==> config.mk <==
export PLATFORM = sky130hd
export DESIGN_NAME = scs_serial
export DESIGN_NICKNAME = d
export VERILOG_FILES = /design/src/scs_serial.v
export VERILOG_INCLUDE_DIRS = /design/src
export SDC_FILE = /design/constraint.sdc
export NUM_CORES = 1
export LEC_CHECK = 0
export ABC_AREA = 1
export ABC_CLOCK_PERIOD_IN_PS = 3700
export CAP_MARGIN = 10
export CORE_ASPECT_RATIO = 2
export CORE_MARGIN = 3
export CORE_UTILIZATION = 45
export DETAILED_ROUTE_END_ITERATION = 8
export DONT_BUFFER_PORTS = 1
export GPL_TIMING_DRIVEN = 0
export SLEW_MARGIN = 20
export SYNTH_ARGS = -nofsm -noshare
export SYNTH_HDL_FRONTEND = slang
export SYNTH_SLANG_ARGS = --single-unit
==> constraint.sdc <==
create_clock -name clock -period 3.7 [get_ports clock]
set_input_delay 0.925 -clock clock [delete_from_list [all_inputs] [get_ports clock]]
set_output_delay 0.925 -clock clock [all_outputs]
set_load 0.005 [all_outputs]
==> src/scs_defs.vh <==
// Register map, field positions and reset values of the clocked serial unit
`ifndef SCS_DEFS_VH
`define SCS_DEFS_VH

// Register indices on the local register port
`define SCS_ADDR_W 3
`define SCS_IDX_CTRL 3'h0
`define SCS_IDX_CSR 3'h1
`define SCS_IDX_UPPER 3'h2
`define SCS_IDX_LOWER 3'h3
`define SCS_IDX_IRQ 3'h4

// Reset values
`define SCS_CTRL_RST 8'h00
`define SCS_CSR_RST 8'h80
`define SCS_DATA_RST 8'h00

// Serial control register fields
`define SCS_MODE_HI 7
`define SCS_MODE_LO 6
`define SCS_SRC_BIT 3
`define SCS_PRE_HI 2
`define SCS_PRE_LO 0

// Mode field codes
`define SCS_MODE_8 2'h0
`define SCS_MODE_16 2'h1
`define SCS_MODE_CONT 2'h2

// Control/status register fields
`define SCS_CSR_ONE 7
`define SCS_CSR_LEVEL 6
`define SCS_CSR_OVR 5
`define SCS_CSR_KEEP0 1
`define SCS_CSR_START 0

// Interrupt register fields
`define SCS_IRQ_FLAG 0
`define SCS_IRQ_EN 1

// Word lengths in bits
`define SCS_LEN_8 5'h08
`define SCS_LEN_16 5'h10

// Internal serial clock half periods in system clocks, by prescale code
`define SCS_HALF_0 10'h200
`define SCS_HALF_1 10'h080
`define SCS_HALF_2 10'h020
`define SCS_HALF_3 10'h010
`define SCS_HALF_4 10'h008
`define SCS_HALF_5 10'h004
`define SCS_HALF_6 10'h002
`define SCS_HALF_7 10'h001

`endif

==> src/scs_serial.v <==
// Clocked serial unit: 8/16-bit LSB-first shifter with register port
//
// Functional notes
// - Level bit drives data pin, reads pin
// - Pin keeps last bit; level valid until start
// - External clock after completion sets overrun
// - Overrun clears by write 0 after read 1
// - Bits four to two read zero
// - Start flag starts, reads busy, clears done
// - Eight-bit: lower shifts out, input at MSB
// - Sixteen-bit: upper feeds lower, input enters upper
// - Sixteen-bit path equals eight-bit except input
// - Internal source drives clock pin, external inputs
// - Continuous mode with internal source drives prescaler clock always
// - Drive on falling edge, sample on rising
// - Control register write resets sequencer and divider
// - Completion sets request flag, gated by enable
// - Internal clock pulses only during transfer, except in continuous mode
// - Eight or sixteen bit words, either clock
// - Mode codes 00, 01, 10; 11 reserved
// - Control write during transfer stops it
// - Source bit: 0 prescaler output, 1 input
//
// The register addresses and the plain strobed port were chosen for this implementation.
`include "scs_defs.vh"

module scs_serial (
  // Clock and reset
  input wire clock,
  input wire reset,
  // Register port
  input wire [`SCS_ADDR_W-1:0] regAddr,
  input wire [7:0] regWriteData,
  input wire regWrite,
  input wire regRead,
  output reg [7:0] regReadData,
  // Serial pins
  input wire serialClockIn,
  output reg serialClockOut,
  output reg serialClockOe,
  input wire serialDataIn,
  output reg serialDataOut,
  // Request to the interrupt controller
  output reg transferIrq
);

  // Half period of the internal serial clock in system clocks
  function [9:0] halfPeriod;
    input [2:0] sel;
    begin
      case (sel)
        3'h0: halfPeriod = `SCS_HALF_0;
        3'h1: halfPeriod = `SCS_HALF_1;
        3'h2: halfPeriod = `SCS_HALF_2;
        3'h3: halfPeriod = `SCS_HALF_3;
        3'h4: halfPeriod = `SCS_HALF_4;
        3'h5: halfPeriod = `SCS_HALF_5;
        3'h6: halfPeriod = `SCS_HALF_6;
        default: halfPeriod = `SCS_HALF_7;
      endcase
    end
  endfunction

  // Word length for the mode field
  function [4:0] wordLen;
    input [1:0] mode;
    begin
      if (mode == `SCS_MODE_16) begin
        wordLen = `SCS_LEN_16;
      end else begin
        wordLen = `SCS_LEN_8;
      end
    end
  endfunction

  // Software-visible registers and flags, and the overrun read record
  reg [7:0] control_reg;
  reg [7:0] dataUpper_reg;
  reg [7:0] dataLower_reg;
  reg busy_reg;
  reg overrun_reg;
  reg overrunSeen_reg;
  reg keepZero_reg;
  reg irqFlag_reg;
  reg irqEnable_reg;
  // Sequencing and divider state
  reg [4:0] bitCount_reg;
  reg [9:0] divCount_reg;
  reg intClock_reg;
  // Pin synchronisers; only stage two and the clock edge history feed logic
  reg sckSync1_reg;
  reg sckSync2_reg;
  reg sckPrev_reg;
  reg sdiSync1_reg;
  reg sdiSync2_reg;

  // Control field views
  wire [1:0] mode = control_reg[`SCS_MODE_HI:`SCS_MODE_LO];
  wire extClock = control_reg[`SCS_SRC_BIT];
  wire [2:0] preSel = control_reg[`SCS_PRE_HI:`SCS_PRE_LO];
  wire wordMode = (mode == `SCS_MODE_8) || (mode == `SCS_MODE_16);
  wire contMode = (mode == `SCS_MODE_CONT);
  // Register port decodes
  wire wrCtrl = regWrite && (regAddr == `SCS_IDX_CTRL);
  wire wrCsr = regWrite && (regAddr == `SCS_IDX_CSR);
  wire wrUpper = regWrite && (regAddr == `SCS_IDX_UPPER);
  wire wrLower = regWrite && (regAddr == `SCS_IDX_LOWER);
  wire wrIrq = regWrite && (regAddr == `SCS_IDX_IRQ);
  wire rdCsr = regRead && (regAddr == `SCS_IDX_CSR);

  // Internal divider reaches half period
  wire divEnd = (divCount_reg == halfPeriod(preSel) - 10'h001);
  wire intRun = !extClock && (contMode || busy_reg);
  wire intFall = intRun && divEnd && intClock_reg;
  wire intRise = intRun && divEnd && !intClock_reg;
  // External clock edges, taken after the synchroniser
  wire extFall = extClock && sckPrev_reg && !sckSync2_reg;
  wire extRise = extClock && !sckPrev_reg && sckSync2_reg;
  // Shift strobes, only while a word transfer runs
  wire shiftFall = busy_reg && wordMode && (intFall || extFall);
  wire shiftRise = busy_reg && wordMode && (intRise || extRise);
  // Word end and accepted start request
  wire lastBit = (bitCount_reg == wordLen(mode) - 5'h01);
  wire finish = shiftRise && lastBit;
  wire startReq = wrCsr && regWriteData[`SCS_CSR_START] && wordMode;

  // Pin synchronisers and external edge history
  always @(posedge clock or posedge reset) begin
    if (reset) begin
      sckSync1_reg <= 1'b1;
      sckSync2_reg <= 1'b1;
      sckPrev_reg <= 1'b1;
      sdiSync1_reg <= 1'b0;
      sdiSync2_reg <= 1'b0;
    end else begin
      sckSync1_reg <= serialClockIn;
      sckSync2_reg <= sckSync1_reg;
      sckPrev_reg <= sckSync2_reg;
      sdiSync1_reg <= serialDataIn;
      sdiSync2_reg <= sdiSync1_reg;
    end
  end

  // Serial control register
  always @(posedge clock or posedge reset) begin
    if (reset) begin
      control_reg <= `SCS_CTRL_RST;
    end else if (wrCtrl) begin
      control_reg <= regWriteData;
    end
  end

  // Internal clock divider; idle level high
  always @(posedge clock or posedge reset) begin
    if (reset) begin
      divCount_reg <= 10'h000;
      intClock_reg <= 1'b1;
    end else if (wrCtrl || startReq || !intRun) begin
      divCount_reg <= 10'h000;
      intClock_reg <= 1'b1;
    end else if (divEnd) begin
      divCount_reg <= 10'h000;
      intClock_reg <= !intClock_reg;
    end else begin
      divCount_reg <= divCount_reg + 10'h001;
    end
  end

  // Transfer sequencing and start flag
  always @(posedge clock or posedge reset) begin
    if (reset) begin
      busy_reg <= 1'b0;
      bitCount_reg <= 5'h00;
    end else if (wrCtrl) begin
      busy_reg <= 1'b0;
      bitCount_reg <= 5'h00;
    end else if (startReq) begin
      busy_reg <= 1'b1;
      bitCount_reg <= 5'h00;
    end else if (finish) begin
      busy_reg <= 1'b0;
      bitCount_reg <= 5'h00;
    end else if (shiftRise) begin
      bitCount_reg <= bitCount_reg + 5'h01;
    end
  end

  // Data registers and shift path
  always @(posedge clock or posedge reset) begin
    if (reset) begin
      dataUpper_reg <= `SCS_DATA_RST;
      dataLower_reg <= `SCS_DATA_RST;
    end else if (shiftRise) begin
      // Sample on rising edge, input enters the top
      if (mode == `SCS_MODE_16) begin
        dataUpper_reg <= {sdiSync2_reg, dataUpper_reg[7:1]};
        dataLower_reg <= {dataUpper_reg[0], dataLower_reg[7:1]};
      end else begin
        dataLower_reg <= {sdiSync2_reg, dataLower_reg[7:1]};
      end
    end else begin
      if (wrUpper) begin
        dataUpper_reg <= regWriteData;
      end
      if (wrLower) begin
        dataLower_reg <= regWriteData;
      end
    end
  end

  // Data pin level: forced by software, else last shifted bit
  always @(posedge clock or posedge reset) begin
    if (reset) begin
      serialDataOut <= 1'b0;
    end else if (shiftFall) begin
      serialDataOut <= dataLower_reg[0];
    end else if (wrCsr && !busy_reg) begin
      serialDataOut <= regWriteData[`SCS_CSR_LEVEL];
    end
  end

  // Overrun flag and the read-as-one record
  always @(posedge clock or posedge reset) begin
    if (reset) begin
      overrun_reg <= 1'b0;
      overrunSeen_reg <= 1'b0;
    end else begin
      if (extRise && !busy_reg && wordMode) begin
        overrun_reg <= 1'b1;
      end else if (wrCsr && overrunSeen_reg &&
                   !regWriteData[`SCS_CSR_OVR]) begin
        overrun_reg <= 1'b0;
      end
      if (wrCsr) begin
        overrunSeen_reg <= 1'b0;
      end else if (rdCsr && overrun_reg) begin
        overrunSeen_reg <= 1'b1;
      end
    end
  end

  // Spare bit one of control/status, stored as written
  always @(posedge clock or posedge reset) begin
    if (reset) begin
      keepZero_reg <= 1'b0;
    end else if (wrCsr) begin
      keepZero_reg <= regWriteData[`SCS_CSR_KEEP0];
    end
  end

  // Completion request flag and its enable; set wins over clear
  always @(posedge clock or posedge reset) begin
    if (reset) begin
      irqFlag_reg <= 1'b0;
      irqEnable_reg <= 1'b0;
    end else begin
      if (finish) begin
        irqFlag_reg <= 1'b1;
      end else if (wrIrq && !regWriteData[`SCS_IRQ_FLAG]) begin
        irqFlag_reg <= 1'b0;
      end
      if (wrIrq) begin
        irqEnable_reg <= regWriteData[`SCS_IRQ_EN];
      end
    end
  end

  // Pin drivers and interrupt output
  always @(posedge clock or posedge reset) begin
    if (reset) begin
      serialClockOut <= 1'b1;
      serialClockOe <= 1'b0;
      transferIrq <= 1'b0;
    end else begin
      serialClockOut <= intClock_reg;
      serialClockOe <= !extClock;
      transferIrq <= irqFlag_reg && irqEnable_reg;
    end
  end

  // Read data, valid in the cycle after the strobe
  always @(posedge clock or posedge reset) begin
    if (reset) begin
      regReadData <= 8'h00;
    end else if (regRead) begin
      case (regAddr)
        `SCS_IDX_CTRL: regReadData <= control_reg;
        `SCS_IDX_CSR: regReadData <= {1'b1, serialDataOut, overrun_reg,
                                      3'h0, keepZero_reg, busy_reg};
        `SCS_IDX_UPPER: regReadData <= dataUpper_reg;
        `SCS_IDX_LOWER: regReadData <= dataLower_reg;
        `SCS_IDX_IRQ: regReadData <= {6'h00, irqEnable_reg, irqFlag_reg};
        default: regReadData <= 8'h00;
      endcase
    end else begin
      regReadData <= 8'h00;
    end
  end

endmodule // scs_serial

=== Word level (Yosys, flattened, before mapping) ===
Index checks and enable logic that the tools add are counted.

* Flip-flop bits (word level): 63
* Output and inout port bits: 12
* Bits of input ports: 17
* Logic and storage cells: 125

* Equality and inequality tests: 15
* $add $sub $neg: 4
* Multiplexer cells: 29
* Reductions and logical operators: 55

{| class="wikitable"
|+ Operators with widths
! cell !! number
|-
| 10-bit one-hot mux with 7 select lines || 1
|-
| 8-bit two-way mux || 7
|-
| 8-bit one-hot mux with 5 select lines || 1
|-
| 1-bit logical AND || 28
|-
| 5-bit two-way mux || 5
|-
| 10-bit two-way mux || 2
|-
| 2-bit nonzero test || 7
|-
| 1-bit two-way mux || 13
|-
| 3-bit by 2-bit == test with 1-bit output (second input constant) || 4
|-
| 3-bit == test (second input constant) || 4
|-
| 10-bit by 1-bit adder with 10-bit output (second input constant) || 1
|-
| 10-bit == test || 1
|-
| 10-bit by 1-bit subtractor with 10-bit output (second input constant) || 1
|-
| 1-bit logical NOT || 8
|-
| 3-bit by 1-bit == test with 1-bit output (second input constant) || 2
|-
| 3-bit logical NOT || 2
|-
| 1-bit logical OR || 6
|-
| 5-bit by 1-bit adder with 5-bit output (second input constant) || 1
|-
| 5-bit == test || 1
|-
| 5-bit by 1-bit subtractor with 5-bit output (second input constant) || 1
|-
| 4-bit nonzero test || 1
|-
| 3-bit nonzero test || 1
|-
| 2-bit by 1-bit == test with 1-bit output (second input constant) || 1
|-
| 2-bit == test (second input constant) || 1
|-
| other kinds (3) || 3
|}

=== Depth between registers and ports, before layout ===
* Word-level depth: 12
* Gate-level depth with buffers: 15
* Gate-level depth less buffers: 14

=== Worst setup path after synthesis ===
OpenSTA, ideal clock, no wires.

* Kind: input -> register
* Start point: input port regAddr[0]
* End point: register divCount_reg[7]
* Setup time: 0.128 ns
* Data arrival time: 2.049 ns
* Stages: 9
* Required time: 3.572 ns
* Setup slack: 1.524 ns
* Path buffers: 1
* Cell sequence: nor2_1 -> inv_1 -> nor2_1 -> inv_1 -> nor2_2 -> nor3_1 -> nand2_1 -> buf_2 -> nor3_1

* Cells in the longest elaborated chain, start to end: 7
* Elaborated cells between the ends (all ways): 9
* Classes of those cells: eq/ne: 1; mux: 1; reduce/logical: 7

{| class="wikitable"
|+ Ends and longest elaborated chain
! item !! RTL line !! source
|-
| from (decl) || scs_serial.v:32 || <nowiki>input wire [`SCS_ADDR_W-1:0] regAddr,</nowiki>
|-
| 3-bit by 1-bit == test with 1-bit output || -- ||
|-
| 1-bit logical AND || scs_serial.v:105 || <nowiki>wire wrCsr = regWrite && (regAddr == `SCS_IDX_CSR);</nowiki>
|-
| 1-bit logical AND (2 in a row) || scs_serial.v:125 || <nowiki>wire startReq = wrCsr && regWriteData[`SCS_CSR_START] && wordMode;</nowiki>
|-
| 1-bit logical OR * (2 in a row) || scs_serial.v:158 || <nowiki>end else if (wrCtrl || startReq || !intRun) begin</nowiki>
|-
| 10-bit two-way mux * || scs_serial.v:158 ||
|-
| to (signal assigned) || scs_serial.v:165 || <nowiki>divCount_reg <= divCount_reg + 10'h001;</nowiki>
|-
| to (decl) || scs_serial.v:88 || <nowiki>reg [9:0] divCount_reg;</nowiki>
|}

Every way passes the cells marked *; elsewhere a longest branch is shown, timed or not.
A chain may end at the register's enable or synchronous reset.

=== Worst setup path in the final report ===
Ends and elaborated chain as after synthesis.

==> flow_metrics.env <==
export IMPL_status="completed"
export IMPL_vias=2689
export IMPL_power_total_mw=2.13
export IMPL_grt_usage_pct=22.0
export IMPL_hpwl_mm=6.33
export IMPL_final_cell_area_um2=3600
export IMPL_yosys_cell_types_count=32
export IMPL_yosys_warnings=0
export IMPL_p_leak_nw=1.79
export IMPL_async_flop_share_pct=100
export IMPL_timing_final_crit_share_pct=61.2
export IMPL_grt_pass1_vias=2751
export IMPL_multiInputGateArea_um2=1290
export IMPL_power_frac_seq_pct=43.2
export IMPL_clk_path_buf_depth=2
export IMPL_maxCapViolCount=0
export IMPL_placed_cells=494
export IMPL_postLayoutCoreUtil_pct=53.6
export IMPL_initial_core_util_pct=47.0
export IMPL_worstSetupPathType="in -> reg"
export IMPL_syn_num_nets=424
export IMPL_min_period_ps=2270
export IMPL_cp_end_kind="flop"
export IMPL_largest_reg_flops=10
export IMPL_avgSynthCellArea_um2=7.80
export IMPL_critPathMaxFanout=10
export IMPL_cts_max_level=3
export IMPL_drive_gt1_share_pct=9.72
export IMPL_drt_total_wl_mm=7.97
export IMPL_wire_per_inst_um=15.6
export IMPL_layout_commonest_cell="nand2_1"
export IMPL_drtIter0Drc=120
export IMPL_grt_antenna_before_repair=0
export IMPL_critPathLaunch="regAddr[0]"
export IMPL_register_area_um2=1580
export IMPL_clk_latency_ps=330
export IMPL_ctsResizeCount=0
export IMPL_row_count=42
export IMPL_synth_seq_cells=63
export IMPL_synth_edf_count=0
export IMPL_n_antenna_cell=0
export IMPL_yosysSeqAreaShare_pct=50.1
export IMPL_reg2reg_slack_ps=1680
export IMPL_power_switching_mw=0.609
export IMPL_post_cts_buffers=0
export IMPL_drv_slew=0
export IMPL_p_sw_share_pct=28.6
export IMPL_cts_buffers=9
export IMPL_p_comb_share_pct=16.3
export IMPL_cp_start_kind="input port"
export IMPL_worstMarginPinSlew_ps=494
export IMPL_num_io_pins=29
export IMPL_io_buffers=0
export IMPL_viasPerCell=5.27
export IMPL_p_per_area_nw_per_um2=591
export IMPL_whs_ps=355
export IMPL_syn_inst=405
export IMPL_setup_viol=0
export IMPL_fillers=679
export IMPL_cts_tree="done"
export IMPL_coreArea_um2=6730
export IMPL_dieHeight_um=125
export IMPL_hp_start="sckSync1_reg"
export IMPL_yosysTopAreaCellShare_pct=45.9
export IMPL_tns_ps=0
export IMPL_finalWorstSetupSlack_ps=1430
export IMPL_fmax_mhz=441
export IMPL_grt_pass1_wl_mm=13.2
export IMPL_cts_root_buffer="clkbuf_16"
export IMPL_skew_ps=5.35
export IMPL_grt_max_degree=33
export IMPL_design_final_nets=436
export IMPL_relSlewSlack_pct=66.8
export IMPL_finalNonFillerCells=510
export IMPL_hp_class="reg -> reg"
export IMPL_post_place_ws_ps=1090
export IMPL_ir_drop_mv=0.332
export IMPL_pwr_share_clk_pct=40.4
export IMPL_final_hold_viol_count=0
export IMPL_critPathArrivalTime_ps=2480
export IMPL_cts_clk_slew_worst_paths_ps=50
export IMPL_final_antenna_net_count=0
export IMPL_grt_ovfl_total=0
export IMPL_die_w_um=65.3
export IMPL_die_area_um2=8130
export IMPL_cts_sinks=63
export IMPL_critPathRequiredTime_ps=3910
export IMPL_drt_first_pass_iters=6
export IMPL_post_dp_cell_area_um2=3290
export IMPL_most_common_layout_cells="nand2_1 (112), inv_1 (64), dfrtp_1 (58)"
export IMPL_reg2reg_from="control_reg[1]"
export IMPL_drcViolationCount=0
export IMPL_synth_area_leaders="dfrtp_1 (46%), nand2_1 (13%), inv_1 (7.7%)"
export IMPL_synth_main_ff_cell="dfrtp_1"
export IMPL_synthToLayoutAreaGrowth_pct=14.0
export IMPL_netlist_area_um2=3160
export IMPL_synth_area_leader_cell="dfrtp_1"
export IMPL_p_int_mw=1.52
export IMPL_postCtsHoldBufs=0
export IMPL_rsz0062_at_grt="false"
export IMPL_place_congestion=0.935
Yosys cell counts, types with 2 or more instances:
cell type,count
inv_1,65
dfrtp_1,58
nand2_4,4
dfstp_2,5
buf_2,2
nor2_2,4
nand3_2,3
nand2_1,112
o21ai_1,12
o21ai_0,23
clkbuf_1,2
nand3_1,32
nor3_1,10
o22ai_1,7
mux2_2,2
a221oi_1,2
xor2_1,2
a211oi_1,2
a21oi_1,9
o221ai_1,2
nor2_1,35
ha_1,2
cell families after synthesis:
logic type,Yosys count,synth area share [%]
xor+xnor,3,0.832
fa+ha+maj,2,0.792
buf+inv,72,8.99
mux,2,0.713
compound gates,60,10.7
flops,63,50.1
simple gates,203,27.9
critical path, stage by stage:
cell and delay [ps]:
nor2_1 110, inv_1 50, nor2_1 290, inv_1 170, nor2_2 340, nor3_1 160, nand2_1 110, buf_2 230
nor3_1 80
final timing paths:
kind                                    end  cells after the start
setup reg to reg           dataUpper_reg[2]                     14
max in group asynchronous      sckSync1_reg                      2
hold / removal                 sckSync2_reg                      0
hold reg to reg                sckSync2_reg                      0
setup / recovery            divCount_reg[7]                      9
min in group asynchronous   divCount_reg[5]                      1
power groups by stage:
stage | sequential (mW) | clock, mW | combinational, mW
after detailed placement | 0.931 | 0 | 0.349
after CTS | 0.919 | 0.876 | 0.352
after global routing | 0.937 | 0.913 | 0.407
final | 0.920 | 0.860 | 0.348
after floorplan | 0.901 | 0 | 0.269
after global placement | 0.927 | 0 | 0.338
area by class of cell:
class	count	area share (%)
Sequential cell	63	43.9
Multi-Input combinational cell	270	35.9
Clock buffer	13	7.50
Inverter	66	6.94
Tap cell	88	3.06
Clock inverter	3	1.11
Buffer	6	1.01
Timing Repair Buffer	1	0.556
layer usage:
layer | vias up | track usage [%] | share of wire, %
met4 | 0 | 11.5 | 3.7
met1 | 1290 | 21.4 | 34
li1 | 1318 | - | -
met3 | 26 | 6.59 | 4.5
met2 | 55 | 40.0 | 58
met5 | - | 0 | 0
No activity file was read; power rests on OpenSTA's default activity.
